[src/design/tmr_pkg.sv]
// package: register map, field layout, states and carriers of the two-wire master front end
package tmr_pkg;
  // register byte offsets
  localparam logic [15:0] OFF_COMMAND = 16'h4050;
  localparam logic [15:0] OFF_RX_LEN = 16'h4058;
  localparam logic [15:0] OFF_TX_LEN = 16'h4060;
  localparam logic [15:0] OFF_ADDR1 = 16'h4068;
  localparam logic [15:0] OFF_ADDR2 = 16'h4070;
  localparam logic [15:0] OFF_DATA = 16'h4078;
  localparam logic [15:0] OFF_TX_LEVEL = 16'h4080;
  localparam logic [15:0] OFF_RX_LEVEL = 16'h4088;
  localparam logic [15:0] OFF_IRQ_EN = 16'h4090;
  localparam logic [15:0] OFF_IRQ_STAT = 16'h4098;
  // reset values
  localparam logic [7:0] RST_LEN = 8'h00;
  localparam logic [7:0] RST_ADDR = 8'h00;
  localparam logic [15:0] RST_IEN = 16'h0000;
  // command register fields
  localparam int CMD_ISSUE_POS = 3;
  localparam logic [2:0] CMD_MANUAL = 3'h0;
  localparam logic [2:0] CMD_AUTO = 3'h1;
  localparam logic [2:0] CMD_SEQ = 3'h2;
  localparam logic [2:0] CMD_STOP = 3'h3;
  localparam logic [2:0] CMD_FLUSH = 3'h7;
  localparam logic [4:0] TEN_BIT_PREFIX = 5'h1e;
  // status bit positions
  localparam int ST_RX_HIGH = 13;
  localparam int ST_TX_LOW = 12;
  localparam int ST_DONE_HOLD = 11;
  localparam int ST_DONE_STOP = 10;
  localparam int ST_STOP_CMD = 9;
  localparam int ST_BAD_LEN = 8;
  localparam int ST_NAK_DATA = 5;
  localparam int ST_NAK_ADDR = 4;
  localparam int ST_SUMMARY = 16;
  localparam logic [3:0] RX_HIGH_MARK = 4'h4;
  localparam logic [3:0] TX_LOW_MARK = 4'h3;
  // fifo geometry and serial timing
  localparam int FIFO_DEPTH = 8;
  localparam int CLK_PERIOD_NS = 10;
  localparam int SCL_QUARTER_NS = 2500;
  localparam int QUARTER_CYC = (SCL_QUARTER_NS + CLK_PERIOD_NS - 1) / CLK_PERIOD_NS;

  typedef enum logic [5:0] {
    S_IDLE = 6'h01,
    S_START = 6'h02,
    S_BIT = 6'h04,
    S_NEXT = 6'h08,
    S_STOP = 6'h10,
    S_HOLD = 6'h20
  } tmr_state_t;

  typedef enum logic [3:0] {
    P_ADDR1 = 4'h1,
    P_ADDR2 = 4'h2,
    P_WDATA = 4'h4,
    P_RDATA = 4'h8
  } tmr_phase_t;

  typedef struct packed {
    logic [15:0] addr;
    logic [31:0] wdata;
    logic wr;
    logic rd;
  } tmr_bus_t;
endpackage

[src/design/tmr_fifo.sv]
// byte fifo held in flip-flops, with level count and flush
`timescale 1ns/1ps
`default_nettype none
module tmr_fifo
  import tmr_pkg::*;
#(
  parameter int WIDTH = 8,
  parameter int DEPTH = FIFO_DEPTH
) (
  // clock and reset
  input wire logic i_clk,
  input wire logic i_sys_rst,
  input wire logic i_flush,
  // fill side
  input wire logic i_push,
  input wire logic [WIDTH-1:0] i_data,
  // drain side
  input wire logic i_pop,
  output logic [WIDTH-1:0] o_head,
  output logic [$clog2(DEPTH):0] o_count,
  output logic o_full,
  output logic o_empty
);
  localparam int AW = $clog2(DEPTH);
  typedef struct packed {
    logic [AW-1:0] wp;
    logic [AW-1:0] rp;
    logic [AW:0] cnt;
  } tmr_fifo_reg_t;
  tmr_fifo_reg_t r, next_r;
  logic [WIDTH-1:0] mem [DEPTH];
  logic do_push, do_pop;

  assign o_full = (r.cnt == (AW + 1)'(DEPTH));
  assign o_empty = (r.cnt == '0);
  assign o_count = r.cnt;
  assign o_head = mem[r.rp];
  // a push while full is dropped, a pop while empty leaves the pointer
  assign do_push = i_push && !o_full;
  assign do_pop = i_pop && !o_empty;

  always_comb begin
    next_r = r;
    if (do_push) begin
      next_r.wp = r.wp + 1'b1;
    end
    if (do_pop) begin
      next_r.rp = r.rp + 1'b1;
    end
    next_r.cnt = r.cnt + (AW + 1)'(do_push) - (AW + 1)'(do_pop);
    if (i_flush) begin
      next_r = '0;
    end
  end

  always_ff @(posedge i_clk) begin
    if (i_sys_rst) begin
      r <= '0;
    end else begin
      r <= next_r;
    end
  end

  always_ff @(posedge i_clk) begin
    if (do_push) begin
      mem[r.wp] <= i_data;
    end
  end
endmodule
`default_nettype wire

[src/design/tmr_master.sv]
// two-wire master: register front end, byte fifos and serial engine
// Notes on behaviour
// - writes to both length registers are dropped while a transfer runs
// - a read takes rx-length bytes into the receive fifo, then stops or holds
// - receive fifo full before the count: scl is held low until space appears
// - automatic or sequence command with zero length is refused and flagged
// - manual command with zero length sends address only, then holds scl low
// - a write sends tx-length bytes from the transmit fifo, then stops or holds
// - transmit fifo empty before the count: scl is held low until data arrives
// - first address byte bits 7:1 go first; prefix 11110 marks a ten-bit address
// - ten-bit mode sends the second address byte after the first byte's ack
// - direction bit is the eighth bit: 0 writes from tx fifo, 1 reads into rx
// - sequence command ignores the direction bit: write first, then read
// - data port write pushes a byte; dropped when the transmit fifo is full
// - data port read pops a byte; empty fifo returns head without popping
// - fifo level registers give a 4-bit count, 0 empty to 8 full
// - enables 15:4 gate status 15:4 onto the interrupt; the summary bit ORs status 15:14 and 10:4 ungated
// - status 11:4 covers the latest command; cleared by a read or a new command; 13:12 follow fifo levels
// - any enabled status bit among 15:4 raises the interrupt
// - status bit 8 flags a zero length on automatic or sequence commands
// - command codes: manual, automatic, sequence, stop, transmit flush
`timescale 1ns/1ps
`default_nettype none
module tmr_master
  import tmr_pkg::*;
#(
  parameter int QUARTER = QUARTER_CYC
) (
  // clock and reset
  input wire logic i_clk,
  input wire logic i_sys_rst,
  // register port
  input wire tmr_bus_t i_bus,
  output logic [31:0] o_rdata,
  // serial pins
  input wire logic i_scl,
  input wire logic i_sda,
  output logic o_scl_o,
  output logic o_scl_oe,
  output logic o_sda_o,
  output logic o_sda_oe,
  // interrupt
  output logic o_irq
);
  typedef struct packed {
    tmr_state_t st;
    tmr_phase_t ph;
    logic [1:0] q;
    logic [15:0] div;
    logic [8:0] shtx;
    logic [8:0] shrx;
    logic [3:0] bitn;
    logic [7:0] remain;
    logic [2:0] code;
    logic dir;
    logic restart;
    logic fin_ok;
    logic stop_cmd;
    logic [7:0] rx_len;
    logic [7:0] tx_len;
    logic [7:0] addr1;
    logic [7:0] addr2;
    logic [15:0] ien;
    logic [15:4] stat;
    logic [31:0] rdata;
    logic irq;
    logic scl_oe;
    logic sda_oe;
    logic [1:0] scl_sync;
    logic [1:0] sda_sync;
    logic zero;
  } tmr_reg_t;
  tmr_reg_t r, next_r;

  logic tick, adv, busy, idle_or_hold, wr_cmd, issue, legal, ten_bit;
  logic tx_pop, rx_push, tx_flush, rx_pop, tx_full, tx_empty, rx_full, rx_empty;
  logic [7:0] tx_head, rx_head;
  logic [3:0] tx_cnt, rx_cnt;
  logic [15:4] set_bits;

  tmr_fifo #(.WIDTH(8), .DEPTH(FIFO_DEPTH)) u_txf (
    .i_clk(i_clk), .i_sys_rst(i_sys_rst), .i_flush(tx_flush),
    .i_push(i_bus.wr && i_bus.addr == OFF_DATA), .i_data(i_bus.wdata[7:0]),
    .i_pop(tx_pop), .o_head(tx_head), .o_count(tx_cnt), .o_full(tx_full), .o_empty(tx_empty)
  );
  tmr_fifo #(.WIDTH(8), .DEPTH(FIFO_DEPTH)) u_rxf (
    .i_clk(i_clk), .i_sys_rst(i_sys_rst), .i_flush(1'b0),
    .i_push(rx_push), .i_data(r.shrx[8:1]),
    .i_pop(rx_pop), .o_head(rx_head), .o_count(rx_cnt), .o_full(rx_full), .o_empty(rx_empty)
  );

  // quarter-bit enable; stall while a target stretches scl low
  assign tick = (r.div == 16'(QUARTER - 1));
  assign adv = tick && !(r.q == 2'h2 && !r.scl_sync[1]);
  assign idle_or_hold = (r.st == S_IDLE) || (r.st == S_HOLD);
  assign busy = !idle_or_hold;
  assign ten_bit = (r.addr1[7:3] == TEN_BIT_PREFIX);
  assign wr_cmd = i_bus.wr && i_bus.addr == OFF_COMMAND && i_bus.wdata[CMD_ISSUE_POS];
  assign legal = (i_bus.wdata[2:0] <= CMD_STOP) || (i_bus.wdata[2:0] == CMD_FLUSH);
  assign issue = wr_cmd && legal && !busy;
  assign rx_pop = i_bus.rd && i_bus.addr == OFF_DATA;
  assign tx_flush = issue && i_bus.wdata[2:0] == CMD_FLUSH;
  assign o_scl_o = r.zero;
  assign o_sda_o = r.zero;
  assign o_scl_oe = r.scl_oe;
  assign o_sda_oe = r.sda_oe;
  assign o_rdata = r.rdata;
  assign o_irq = r.irq;

  always_comb begin
    next_r = r;
    set_bits = '0;
    tx_pop = 1'b0;
    rx_push = 1'b0;
    next_r.zero = 1'b0;
    next_r.scl_sync = {r.scl_sync[0], i_scl};
    next_r.sda_sync = {r.sda_sync[0], i_sda};
    next_r.div = tick ? 16'h0000 : r.div + 16'h0001;
    // register writes
    if (i_bus.wr) begin
      unique case (i_bus.addr)
        OFF_RX_LEN: if (!busy) next_r.rx_len = i_bus.wdata[7:0];
        OFF_TX_LEN: if (!busy) next_r.tx_len = i_bus.wdata[7:0];
        OFF_ADDR1: next_r.addr1 = i_bus.wdata[7:0];
        OFF_ADDR2: next_r.addr2 = i_bus.wdata[7:0];
        OFF_IRQ_EN: next_r.ien = i_bus.wdata[15:0];
        default: next_r.zero = 1'b0;
      endcase
    end
    // command issue
    if (issue) begin
      next_r.code = i_bus.wdata[2:0];
      next_r.restart = 1'b0;
      next_r.stop_cmd = 1'b0;
      next_r.fin_ok = 1'b0;
      next_r.q = 2'h0;
      unique case (i_bus.wdata[2:0])
        CMD_STOP: begin
          if (r.st == S_HOLD) begin
            next_r.st = S_STOP;
            next_r.stop_cmd = 1'b1;
          end else begin
            set_bits[ST_STOP_CMD] = 1'b1;
          end
        end
        CMD_FLUSH: next_r.zero = 1'b0;
        default: begin
          next_r.dir = (i_bus.wdata[2:0] == CMD_SEQ) ? 1'b0 : r.addr1[0];
          next_r.remain = next_r.dir ? r.rx_len : r.tx_len;
          if (i_bus.wdata[2:0] != CMD_MANUAL && (next_r.remain == 8'h00 ||
              (i_bus.wdata[2:0] == CMD_SEQ && r.rx_len == 8'h00))) begin
            set_bits[ST_BAD_LEN] = 1'b1;
          end else begin
            next_r.st = S_START;
          end
        end
      endcase
    end
    // serial engine
    unique case (r.st)
      S_IDLE: begin
        next_r.scl_oe = 1'b0;
        next_r.sda_oe = 1'b0;
      end
      S_HOLD: next_r.scl_oe = 1'b1;
      S_START: if (adv) begin
        next_r.q = r.q + 2'h1;
        unique case (r.q)
          2'h0: next_r.sda_oe = 1'b0;
          2'h1: next_r.scl_oe = 1'b0;
          2'h2: next_r.sda_oe = 1'b1;
          default: begin
            next_r.scl_oe = 1'b1;
            next_r.st = S_BIT;
            next_r.ph = P_ADDR1;
            next_r.bitn = 4'h0;
            next_r.shtx = {r.addr1[7:1], r.dir, 1'b1};
          end
        endcase
      end
      S_BIT: if (adv) begin
        next_r.q = r.q + 2'h1;
        unique case (r.q)
          2'h0: next_r.sda_oe = !r.shtx[8];
          2'h1: next_r.scl_oe = 1'b0;
          2'h2: next_r.shrx = {r.shrx[7:0], r.sda_sync[1]};
          default: begin
            next_r.scl_oe = 1'b1;
            next_r.shtx = {r.shtx[7:0], 1'b1};
            next_r.bitn = r.bitn + 4'h1;
            if (r.bitn == 4'h8) begin
              next_r.st = S_NEXT;
              unique case (r.ph)
                P_ADDR1: begin
                  if (r.shrx[0]) begin
                    set_bits[ST_NAK_ADDR] = 1'b1;
                    next_r.st = S_STOP;
                  end else if (ten_bit && !r.restart) begin
                    next_r.st = S_BIT;
                    next_r.ph = P_ADDR2;
                    next_r.bitn = 4'h0;
                    next_r.shtx = {r.addr2, 1'b1};
                  end
                end
                P_ADDR2: if (r.shrx[0]) begin
                  set_bits[ST_NAK_ADDR] = 1'b1;
                  next_r.st = S_STOP;
                end
                P_WDATA: begin
                  next_r.remain = r.remain - 8'h01;
                  if (r.shrx[0]) begin
                    set_bits[ST_NAK_DATA] = 1'b1;
                    next_r.st = S_STOP;
                  end
                end
                default: begin
                  rx_push = 1'b1;
                  next_r.remain = r.remain - 8'h01;
                end
              endcase
            end
          end
        endcase
      end
      S_NEXT: begin
        next_r.sda_oe = 1'b0;
        next_r.q = 2'h0;
        if (r.remain == 8'h00) begin
          if (r.code == CMD_SEQ && !r.restart) begin
            next_r.restart = 1'b1;
            next_r.dir = 1'b1;
            next_r.remain = r.rx_len;
            next_r.st = S_START;
          end else if (r.code == CMD_MANUAL) begin
            set_bits[ST_DONE_HOLD] = 1'b1;
            next_r.st = S_HOLD;
          end else begin
            next_r.fin_ok = 1'b1;
            next_r.st = S_STOP;
          end
        end else if (!r.dir) begin
          if (!tx_empty) begin
            tx_pop = 1'b1;
            next_r.shtx = {tx_head, 1'b1};
            next_r.ph = P_WDATA;
            next_r.bitn = 4'h0;
            next_r.st = S_BIT;
          end
        end else if (!rx_full) begin
          next_r.shtx = {8'hff, r.remain == 8'h01};
          next_r.ph = P_RDATA;
          next_r.bitn = 4'h0;
          next_r.st = S_BIT;
        end
      end
      default: if (adv) begin // stop condition
        next_r.q = r.q + 2'h1;
        unique case (r.q)
          2'h0: next_r.sda_oe = 1'b1;
          2'h1: next_r.scl_oe = 1'b0;
          2'h2: next_r.sda_oe = 1'b0;
          default: begin
            set_bits[ST_STOP_CMD] = r.stop_cmd;
            set_bits[ST_DONE_STOP] = r.fin_ok;
            next_r.st = S_IDLE;
          end
        endcase
      end
    endcase
    // status: read or new command clears, a same-cycle event still lands
    if (issue || (i_bus.rd && i_bus.addr == OFF_IRQ_STAT)) begin
      next_r.stat = '0;
    end
    next_r.stat = next_r.stat | set_bits;
    next_r.stat[ST_RX_HIGH] = (r.ph == P_RDATA) && busy && rx_cnt >= RX_HIGH_MARK &&
      r.remain > 8'(4'(FIFO_DEPTH) - rx_cnt);
    next_r.stat[ST_TX_LOW] = !r.dir && busy && tx_cnt <= TX_LOW_MARK && r.remain > 8'(tx_cnt);
    next_r.irq = |(r.stat & r.ien[15:4]);
    // register reads, data one cycle after the strobe
    next_r.rdata = 32'h0000_0000;
    if (i_bus.rd) begin
      unique case (i_bus.addr)
        OFF_COMMAND: next_r.rdata = {28'h0, busy, r.code};
        OFF_RX_LEN: next_r.rdata = {24'h0, r.rx_len};
        OFF_TX_LEN: next_r.rdata = {24'h0, r.tx_len};
        OFF_ADDR1: next_r.rdata = {24'h0, r.addr1};
        OFF_ADDR2: next_r.rdata = {24'h0, r.addr2};
        OFF_DATA: next_r.rdata = {24'h0, rx_head};
        OFF_TX_LEVEL: next_r.rdata = {28'h0, tx_cnt};
        OFF_RX_LEVEL: next_r.rdata = {28'h0, rx_cnt};
        OFF_IRQ_EN: next_r.rdata = {16'h0, r.ien};
        OFF_IRQ_STAT: next_r.rdata = {15'h0, r.irq, r.stat, |{r.stat[15:14], r.stat[10:4]},
          r.code == CMD_SEQ && busy, busy && !r.dir, busy && r.dir};
        default: next_r.rdata = 32'h0000_0000;
      endcase
    end
  end

  always_ff @(posedge i_clk) begin
    if (i_sys_rst) begin
      r <= '0;
      r.st <= S_IDLE;
      r.ph <= P_ADDR1;
      r.rx_len <= RST_LEN;
      r.tx_len <= RST_LEN;
      r.addr1 <= RST_ADDR;
      r.addr2 <= RST_ADDR;
      r.ien <= RST_IEN;
      r.scl_sync <= 2'h3;
      r.sda_sync <= 2'h3;
    end else begin
      r <= next_r;
    end
  end
endmodule
`default_nettype wire

[config.mk]
export PLATFORM = sky130hd
export DESIGN_NAME = tmr_master
export DESIGN_NICKNAME = d
export VERILOG_FILES = /design/src/design/tmr_pkg.sv /design/src/design/tmr_fifo.sv /design/src/design/tmr_master.sv
export SDC_FILE = /design/constraint.sdc
export NUM_CORES = 1
export LEC_CHECK = 0
export BUFFER_PORTS_ARGS = -buffer_cell sky130_fd_sc_hd__buf_2
export CAP_MARGIN = 25
export CELL_PAD_IN_SITES_DETAIL_PLACEMENT = 1
export CELL_PAD_IN_SITES_GLOBAL_PLACEMENT = 1
export CORE_ASPECT_RATIO = 0.5
export CORE_UTILIZATION = 45
export CTS_CLUSTER_DIAMETER = 80
export DETAILED_ROUTE_END_ITERATION = 16
export PLACE_DENSITY = 0.76
export SLEW_MARGIN = 20
export SYNTH_ARGS = -nofsm -noshare
export SYNTH_HDL_FRONTEND = slang
export SYNTH_SLANG_ARGS = --single-unit
[constraint.sdc]
create_clock -name i_clk -period 5.3 [get_ports i_clk]
set_input_delay 0.795 -clock i_clk [delete_from_list [all_inputs] [get_ports i_clk]]
set_output_delay 0.795 -clock i_clk [all_outputs]
set_load 0.05 [all_outputs]
[Yosys cells after proc, flatten, opt, wreduce, memory -nomap -nowiden]
Memory sizes are Yosys's and may differ from the RTL's. A register that Yosys moved wholly into a read port is not among the register bits.
Cells that the tools add are included.
Word-level totals
  flip-flop bits (word level): 185
  bits in writable memories: 128
  bits of input ports: 54
  output and inout port bits: 37
  word-level logic and storage cells: 297
  memories kept: 2
Memory list
  u_rxf.mem: depth 8, bits a word 8, read ports 1, clocked after memory_dff 1, write ports 1, RTL line tmr_fifo.sv:31  | logic [WIDTH-1:0] mem [DEPTH];
  u_txf.mem: depth 8, bits a word 8, read ports 1, clocked after memory_dff 1, write ports 1, RTL line tmr_fifo.sv:31
Cells by class
  add/sub/neg operators: 13
  $lt $le $gt $ge: 5
  eq/ne operators: 44
  mux-type cells: 119
  bitwise gates (word level): 5
  reductions and logical operators: 77
Operators with widths (count)
  17-bit case mux with 10 select lines: 1
  16-bit by 15-bit == test with 1-bit output (second input constant): 10
  9-bit 2-to-1 mux: 12
  10-bit 2-to-1 mux: 6
  12-bit 2-to-1 mux: 5
  4-bit 2-to-1 mux: 12
  6-bit 2-to-1 mux: 8
  8-bit 2-to-1 mux: 6
  1-bit 2-to-1 mux: 32
  30-bit 2-to-1 mux: 1
  2-bit 2-to-1 mux: 14
  9-bit case mux with 3 select lines: 1
  1-bit logical AND: 26
  8-bit zero test: 3
  4-bit case mux with 3 select lines: 2
  6-bit case mux with 2 select lines: 2
  6-bit case mux with 4 select lines: 1
  3-bit 2-to-1 mux: 6
  2-bit OR reduction: 9
  16-bit by 1-bit adder with 16-bit output (second input constant): 1
  16-bit by 8-bit == test with 1-bit output (second input constant): 1
  4-bit == test (second input constant): 4
  2-bit != test (second input constant): 8
  8-bit case mux with 2 select lines: 1
  other kinds (56): 91

[Logic depth before layout (Yosys ltp)]
Gate-level depths: netlist (run 1).
  word-level depth: 13
  mapped depth: 13
  gate-level depth less buffers: 12

[Modules after synthesis]
From an unflattened synthesis (run 1), not the netlist that was laid out.
Second synthesis, totals
  cell total of the unflattened synthesis: 1335
  area total of the unflattened synthesis: 14347.5 µm²
By module, submodules not included
  tmr_master: instances 1, cells an instance 979, area each 7913.8 µm², seq. area each 2902.8 µm²
  tmr_fifo: instances 2, cells an instance 178, area each 3216.8 µm², seq. area each 2182.1 µm²

[Least setup slack after synthesis (run 1)]
No wires, ideal clock.
  path type: input port to flip-flop
  from: in i_bus[49] in the netlist's numbering
  to: mem u_txf.mem[6][0] (enable)
  setup time: 0.385 ns
  arrival time: 2.952 ns
  required time: 4.915 ns
  slack: 1.963 ns
  stages: 5
  path buffers: 0
  cell sequence: nor4b_1 nand2_1 nor3_1 nand2_1 nor3b_1
On the way
  word-level cells in the longest chain between the ends: 5
Ends and longest elaborated chain
  start: declaration: RTL line tmr_master.sv:33  | input wire tmr_bus_t i_bus,
  16-bit by 15-bit == test with 1-bit output: RTL line tmr_master.sv:83  | .i_push(i_bus.wr && i_bus.addr == OFF_DATA), .i_data(i_bus.wdata[7:0]),
  1-bit logical AND: RTL line tmr_master.sv:83
  1-bit logical AND: RTL line tmr_fifo.sv:39  | assign do_push = i_push && !o_full;
  named net u_txf.do_push: RTL line tmr_fifo.sv:32  | logic do_push, do_pop;
  1-bit 2-to-1 mux: RTL line tmr_fifo.sv:65  | if (do_push) begin
  1-bit 2-to-1 mux (not written as such): RTL line tmr_fifo.sv:66  | mem[r.wp] <= i_data;
  end: declaration: RTL line tmr_fifo.sv:31
The timed path passes the listed nets, and every way through them passes these cells.

[Final worst setup path (run 1)]
  from: reg r[160] in the netlist's numbering
  to: mem u_rxf.mem[7][6] (enable)
On the way
  word-level cells in the longest chain between the ends: 5
Ends and longest elaborated chain
  start: declaration: RTL line tmr_master.sv:73  | tmr_reg_t r, next_r;
  start signal: assignment: RTL line tmr_master.sv:312  | r <= next_r;
  6-bit by 3-bit == test with 1-bit output: RTL line tmr_master.sv:160  | unique case (r.st)
  1-bit 2-to-1 mux: RTL line tmr_master.sv:160
  1-bit logical AND: RTL line tmr_fifo.sv:39
  named net u_rxf.do_push: RTL line tmr_fifo.sv:32
  1-bit 2-to-1 mux: RTL line tmr_fifo.sv:65
  1-bit 2-to-1 mux (not written as such): RTL line tmr_fifo.sv:66
  end: declaration: RTL line tmr_fifo.sv:31
The timed path passes the listed nets, and every way through them passes these cells.

==> reports/results.tsv, run 1 <==
stage	metric	value	unit
logic_synthesis	seq_area_frac_synth	52.2	%
global_routing	first_global_vias	10600	
timing	setup-violations-final	0	
floorplanning	rows	45	
logic_synthesis	ys_ff_latch	299	
finish	drive_above_1_share	14.2	%
clock_tree	clock_sinks	299	
timing	fin_crit_sh	70.5	%
place	place_congestion	0.924	
logic_synthesis	synthFlopType	dfxtp_1	
worst_setup_path	end_kind	flip-flop	
floorplanning	core	30400	µm²
floorplanning	die_area	31700	µm²
logic_synthesis	yosys_warnings	0	
routing	vias	10400	
timing	clock.fmax	268	MHz
floorplanning	fp.dieW	251	µm
timing	final_hold_viol_count	0	
pwr	power.total	4.50	mW
global_routing	grt.overflow.total	0	
routing	wl_per_cell	22.9	µm
logic_synthesis	synth_top_area_cell	edfxtp_1	
place	detailedPlace.worstSlack	1.17	ns
finish	num_antenna_cells	0	
clock_tree	hold_buffers	0	
global_routing	grt_max_degree	50	
clock_tree	h-tree-depth	1	
pwr	power_density	293	nW/µm²
global_routing	antenna_found_initial	1	
routing	ant_nets	0	
place	io_buffer_count	57	
timing	slew_headroom	33.0	%
routing	drtIter0Drc	695	
job	drv_cap	0	
worst_setup_path	crit_arrival	3.90	ns
logic_synthesis	synthesis.instances	1295	
clock_tree	clkLatencyLatePin	0.55	ns
timing	fin_skew	0.0116	ns
timing	rsz0062_at_grt	false	
pwr	peakVddDrop	0.227	mV
worst_hold_path	hp-class	reg -> reg	
logic_synthesis	synthesis.area	13900	µm²
clock_tree	postCtsSetupBuffers	0	
clock_tree	cts-root-buf	clkbuf_16	
clock_tree	numCtsBuffers	27	
global_routing	grt.total_usage	25.1	%
logic_synthesis	synth_edf_count	128	
pwr	cellLeakagePower	5.25	nW
clock_tree	post_cts_resized	0	
place	hpwl	28800	µm
logic_synthesis	avgSynthCellArea	10.8	µm²
routing	remaining_drc_errors	0	
finish	area_delta_synth_final	10.3	%
clock_tree	clockBufferDepth	3	
timing	worst-slew-pin-transition	1.00	ns
routing	routed_wl	39900	µm
finish	fin_nets	1418	
floorplanning	io_pins	91	
place	dpl_cell_area	14500	µm²
worst_setup_path	critPathKind	reg -> reg	
logic_synthesis	synthDominantCellAreaShare	27.6	%
clock_tree	tritoncts	yes	
worst_setup_path	critPathMaxFanout	10	
timing	worst_slack	1.56	ns
routing	first_pass_iters	7	
finish	final_util	50.5	%
logic_synthesis	synth_cell_type_count	75	
worst_setup_path	cp.required	5.47	ns
run_status	outcome	completed	
routing	vias_per_cell	5.97	
timing	post-route-min-period	3.74	ns
logic_synthesis	synthArstFlopShare	0	%
logic_synthesis	yosys-top-cells-area	edfxtp_1 (28%), dfxtp_1 (25%), mux4_2 (5.2%)	
timing	finalSetupTns	0	ns
floorplanning	start_util	45.8	%
global_routing	grt_first_pass_wirelength	61500	µm
worst_setup_path	start_kind	flip-flop	
timing	finalMaxSlewViolations	0	
floorplanning	chipHeight	126	µm
finish	final_area	15400	µm²
clock_tree	clk_pin_slew	0.07	ns
-- layout by cell type (no fill, tap or decap), types with 4 or more instances in the layout --
cell       instances
nand4_1           12
nor4_1            12
inv_1             37
nand2b_1           8
conb_1            17
a21o_1             6
o21ai_0           35
nor2b_1            7
nor2_1           135
and2_1             6
o22ai_1           14
ha_1              41
a21oi_1           90
and3_1            11
buf_4             28
a311oi_1          11
nand2_1          110
or2_2              7
a31oi_1           12
mux2_2             8
nand3_1           42
a22oi_1           26
a221oi_1           8
xor2_1            17
nor3b_1            8
mux4_2            32
nor3_1            24
clkbuf_16         27
xnor2_1           18
edfxtp_1         128
nand4b_1           5
or3_1              9
nand3b_1           4
nor4b_1            7
clkinv_2           7
buf_2             56
mux2i_1           56
dfxtp_1          170
o211ai_1           8
clkbuf_1           6
-- power by group --
| group | switching, mW | leakage (nW) | total [mW] | internal [mW] |
|---|---|---|---|---|
| combinational | 0.0946 | 2.26 | 0.120 | 0.0250 |
| sequential | 0.00327 | 2.55 | 2.39 | 2.39 |
| clock | 0.872 | 0.443 | 1.99 | 1.12 |
-- registers in the layout (all words and copies together), names as in the netlist, named ones only --
| register | count |
|---|---|
| u_rxf.mem | 64 |
| u_txf.mem | 64 |
| o_scl_oe | 1 |
| o_irq | 1 |
| u_txf.r | 6 |
| r | 123 |
| o_sda_oe | 1 |
| next_r | 2 |
| u_rxf.r | 6 |
| o_rdata | 17 |
| u_rxf.o_count | 4 |
| u_txf.o_count | 4 |
-- area by class of cell --
class                      instances  area, µm²
multi-input combinational        872       6070
tap                              399        499
timing repair buffer              85        518
clock inverter                    13        141
fill                            3280      15000
sequential                       299       7270
inverter                          36        135
clock buffer                      36        733
-- final timing paths --
| path | start | end | depth (start not counted) | slack (ns) |
|---|---|---|---|---|
| setup / recovery | r[160] | u_rxf.mem[7][6] | 7 | 1.56 |
| hold / removal | next_r[2] | r[2] | 1 | 0.41 |
| setup reg to reg | r[160] | u_rxf.mem[7][6] | 7 | 1.56 |
| hold reg to reg | next_r[2] | r[2] | 1 | 0.41 |
-- cell usage after synthesis (26+ instances only) --
cell	instances
inv_1	35
nor2_1	135
o21ai_0	35
dfxtp_1	171
mux4_2	32
edfxtp_1	128
nand2_1	110
a22oi_1	26
buf_4	34
nand3_1	42
mux2i_1	56
clkbuf_1	61
a21oi_1	90
ha_1	41
-- critical path: stages, from the launching register on --
cell and delay (ns):
dfxtp_1 0.43, nor2_1 0.43, nand3_1 0.33, nor4b_1 0.62, nand3_1 0.42, clkinv_1 0.27, nand2_1 0.14, nor2_1 0.72
-- kinds of logic after synthesis --
group	after synthesis	share of synthesized area [%]
flops	299	52.2
xor+xnor	35	2.20
other cells	1	0.0269
mux	96	9.85
buf+inv	140	4.81
fa+ha+maj	43	3.97
compound gates	245	11.2
simple gates	436	15.8
-- layer usage --
metal | GRT usage, % | wire, µm | part of all wire (%)
met4 | 7.83 | 1170 | 2.9
met2 | 41.1 | 18500 | 47
met3 | 4.43 | 2400 | 6.0
met1 | 34.1 | 17700 | 44
met5 | 0 | 16 | 0.040
-- metrics by stage --
stage,instances,hold slack (ns)
finish,1740,0.414
global placement,1689,0.399
detailed placement,1691,0.398
global route,1740,0.427
CTS,1740,0.414
floorplan,1311,0.389
(Power assumes the default switching activity.)
==> run 2, diff against run 1 <==
--- a/config.mk
+++ b/config.mk
@@ -10,10 +10,10 @@
 export CELL_PAD_IN_SITES_DETAIL_PLACEMENT = 1
 export CELL_PAD_IN_SITES_GLOBAL_PLACEMENT = 1
 export CORE_ASPECT_RATIO = 0.5
-export CORE_UTILIZATION = 45
+export CORE_UTILIZATION = 44
 export CTS_CLUSTER_DIAMETER = 80
 export DETAILED_ROUTE_END_ITERATION = 16
-export PLACE_DENSITY = 0.76
+export PLACE_DENSITY = 0.77
 export SLEW_MARGIN = 20
 export SYNTH_ARGS = -nofsm -noshare
 export SYNTH_HDL_FRONTEND = slang
==> constraint.sdc (replaced) <==
create_clock -name i_clk -period 3 [get_ports i_clk]
set_input_delay 0.45 -clock i_clk [delete_from_list [all_inputs] [get_ports i_clk]]
set_output_delay 0.45 -clock i_clk [all_outputs]
set_load 0.05 [all_outputs]
==> run 2 against run 1 <==
Sequential share of layout area is 1.4 points lower. Flip-flop and latch count stayed put. Hold slack worse by 0.34 ns. Critical endpoint is now u_rxf.o_count[2]. Highest routed layer unchanged.
==> reports/results.tsv, run 2 (synthesized netlist as in run 1, its figures left out) <==
stage	metric	value	unit
routing	vias	10600	
finish	layout_common_cells	dfxtp_1 (171), nor2_1 (135), edfxtp_1 (128)	
worst_setup_path	worstPathCellList	ha_1 > nand2_1 > nor4b_2 > buf_4 > nor4b_1 > buf_4 > nand3_2 > inv_2 > ha_1 > inv_1 > fa_1 > xnor2_1 > nor2_1	
worst_setup_path	start_kind	flip-flop	
timing	fin_crit_sh	97.4	%
clock_tree	clk_pin_slew	0.07	ns
pwr	power_density	506	nW/µm²
worst_setup_path	crit_arrival	3.36	ns
floorplanning	chipHeight	128	µm
global_routing	grt_max_degree	47	
timing	final_hold_viol_count	0	
timing	finalSetupTns	0	ns
routing	remaining_drc_errors	0	
pwr	peakVddDrop	0.482	mV
place	io_buffer_count	57	
finish	final_area	15800	µm²
clock_tree	h-tree-depth	1	
global_routing	busiest_layer	met2	
worst_setup_path	cpPeakStageDelay	0.41	ns
floorplanning	die_area	32400	µm²
finish	fin_nets	1471	
clock_tree	postCtsSetupBuffers	0	
timing	hold-worst-slack	0.0726	ns
routing	routed_wl	41700	µm
pwr	cellLeakagePower	5.52	nW
floorplanning	fp.dieW	254	µm
finish	largest_register_ffs	123	
timing	post-route-min-period	2.92	ns
clock_tree	clock_sinks	299	
timing	worst-slew-pin-transition	0.846	ns
worst_hold_path	min_path_cells	2	
clock_tree	clockBufferDepth	3	
global_routing	grt.total_usage	25.9	%
global_routing	met3_usage	4.65	%
clock_tree	cts-root-buf	clkbuf_16	
clock_tree	tritoncts	yes	
clock_tree	numCtsBuffers	28	
clock_tree	hold_buffers	0	
place	dpl_cell_area	14900	µm²
routing	ant_nets	0	
finish	final_util	51.5	%
timing	fin_skew	0.0140	ns
timing	slew_headroom	43.5	%
clock_tree	clkLatencyLatePin	0.57	ns
finish	drive_above_1_share	18.1	%
worst_setup_path	critPathMaxFanout	5	
global_routing	grt_first_pass_wirelength	64200	µm
global_routing	use_met1	35.0	%
routing	drtIter0Drc	741	
timing	setup-violations-final	0	
worst_hold_path	hp-class	in -> reg	
pwr	power.total	8.01	mW
routing	wl_per_cell	22.9	µm
floorplanning	start_util	45.3	%
global_routing	first_global_vias	11100	
worst_setup_path	cp.required	3.44	ns
clock_tree	post_cts_resized	0	
place	hpwl	30300	µm
worst_setup_path	critPathKind	reg -> reg	
worst_setup_path	end_kind	flip-flop	
worst_setup_path	crit_path_top_delay_cell	dfxtp_1	
floorplanning	rows	45	
run_status	outcome	completed	
finish	regMostFlops	r	
routing	first_pass_iters	6	
global_routing	antenna_found_initial	4	
floorplanning	core	30700	µm²
job	drv_cap	0	
timing	finalMaxSlewViolations	0	
floorplanning	io_pins	91	
finish	final_common_cell	dfxtp_1	
global_routing	gr-usage-met2	42.8	%
worst_setup_path	r2r_cells	13	
global_routing	grt.overflow.total	0	
timing	clock.fmax	342	MHz
place	place_congestion	0.915	
finish	area_delta_synth_final	13.7	%
finish	biggestRegsByFlops	r x123, u_rxf.mem x64, u_txf.mem x64	
routing	vias_per_cell	5.84	
-- run 2: cell count changes in the layout (fill, tap and decap cells not counted), sizes merged --
cell / previous run / this run
buf: 85 / 137
bufinv: 3 / 0
clkinvlp: 0 / 3
diode: 0 / 3
inv: 37 / 40
clkbuf: 36 / 38
clkinv: 9 / 7
-- run 2: metal layers --
| layer | vias up | share of wire, % |
|---|---|---|
| li1 | 4878 | - |
| met1 | 5401 | 45 |
| met2 | 284 | 47 |
| met3 | 76 | 5.6 |
| met4 | 2 | 2.7 |
| met5 | - | 0.031 |
-- run 2: final cells by class --
cell class / count / area, µm²
inverters: 36 / 135
fillers: 3353 / 14900
diodes: 3 / 7.51
well taps: 423 / 529
clock inverters: 14 / 90.1
flip-flops and latches: 299 / 7270
clock buffers: 38 / 821
repair buffers: 137 / 901
multi-input cells: 872 / 6080
-- run 2: per-stage QoR --
step | instances | setup WS [ns]
6_report | 1822 | 0.0778
5_1_grt | 1820 | -0.0796
4_1_cts | 1819 | 0.0860
3_5_place_dp | 1767 | -0.0764
3_3_place_gp | 1767 | 0.0178
2_1_floorplan | 1311 | 0.00773
-- run 2: worst paths after layout --
path	from	end	slack, ns
max	r[137]	u_rxf.o_count[2]	0.08
min	i_sda	next_r[2]	0.07
max reg2reg	r[137]	u_rxf.o_count[2]	0.08
min reg2reg	next_r[4]	r[4]	0.43
-- run 2: report_power, final --
| part | switching, mW | leakage (nW) | internal, mW | total (mW) |
|---|---|---|---|---|
| combinational | 0.174 | 2.53 | 0.0512 | 0.225 |
| clock | 1.62 | 0.447 | 1.93 | 3.56 |
| sequential | 0.00443 | 2.55 | 4.23 | 4.23 |
| total | 1.80 | 5.52 | 6.21 | 8.01 |
-- run 2: critical path: cells and delay by family, from the launching register on --
| family | cells | cell delay, ns |
|---|---|---|
| buf+inv | 4 | 0.58 |
| flops | 1 | 0.41 |
| simple gates | 5 | 0.89 |
| fa+ha+maj | 3 | 0.75 |
| xor+xnor | 1 | 0.17 |
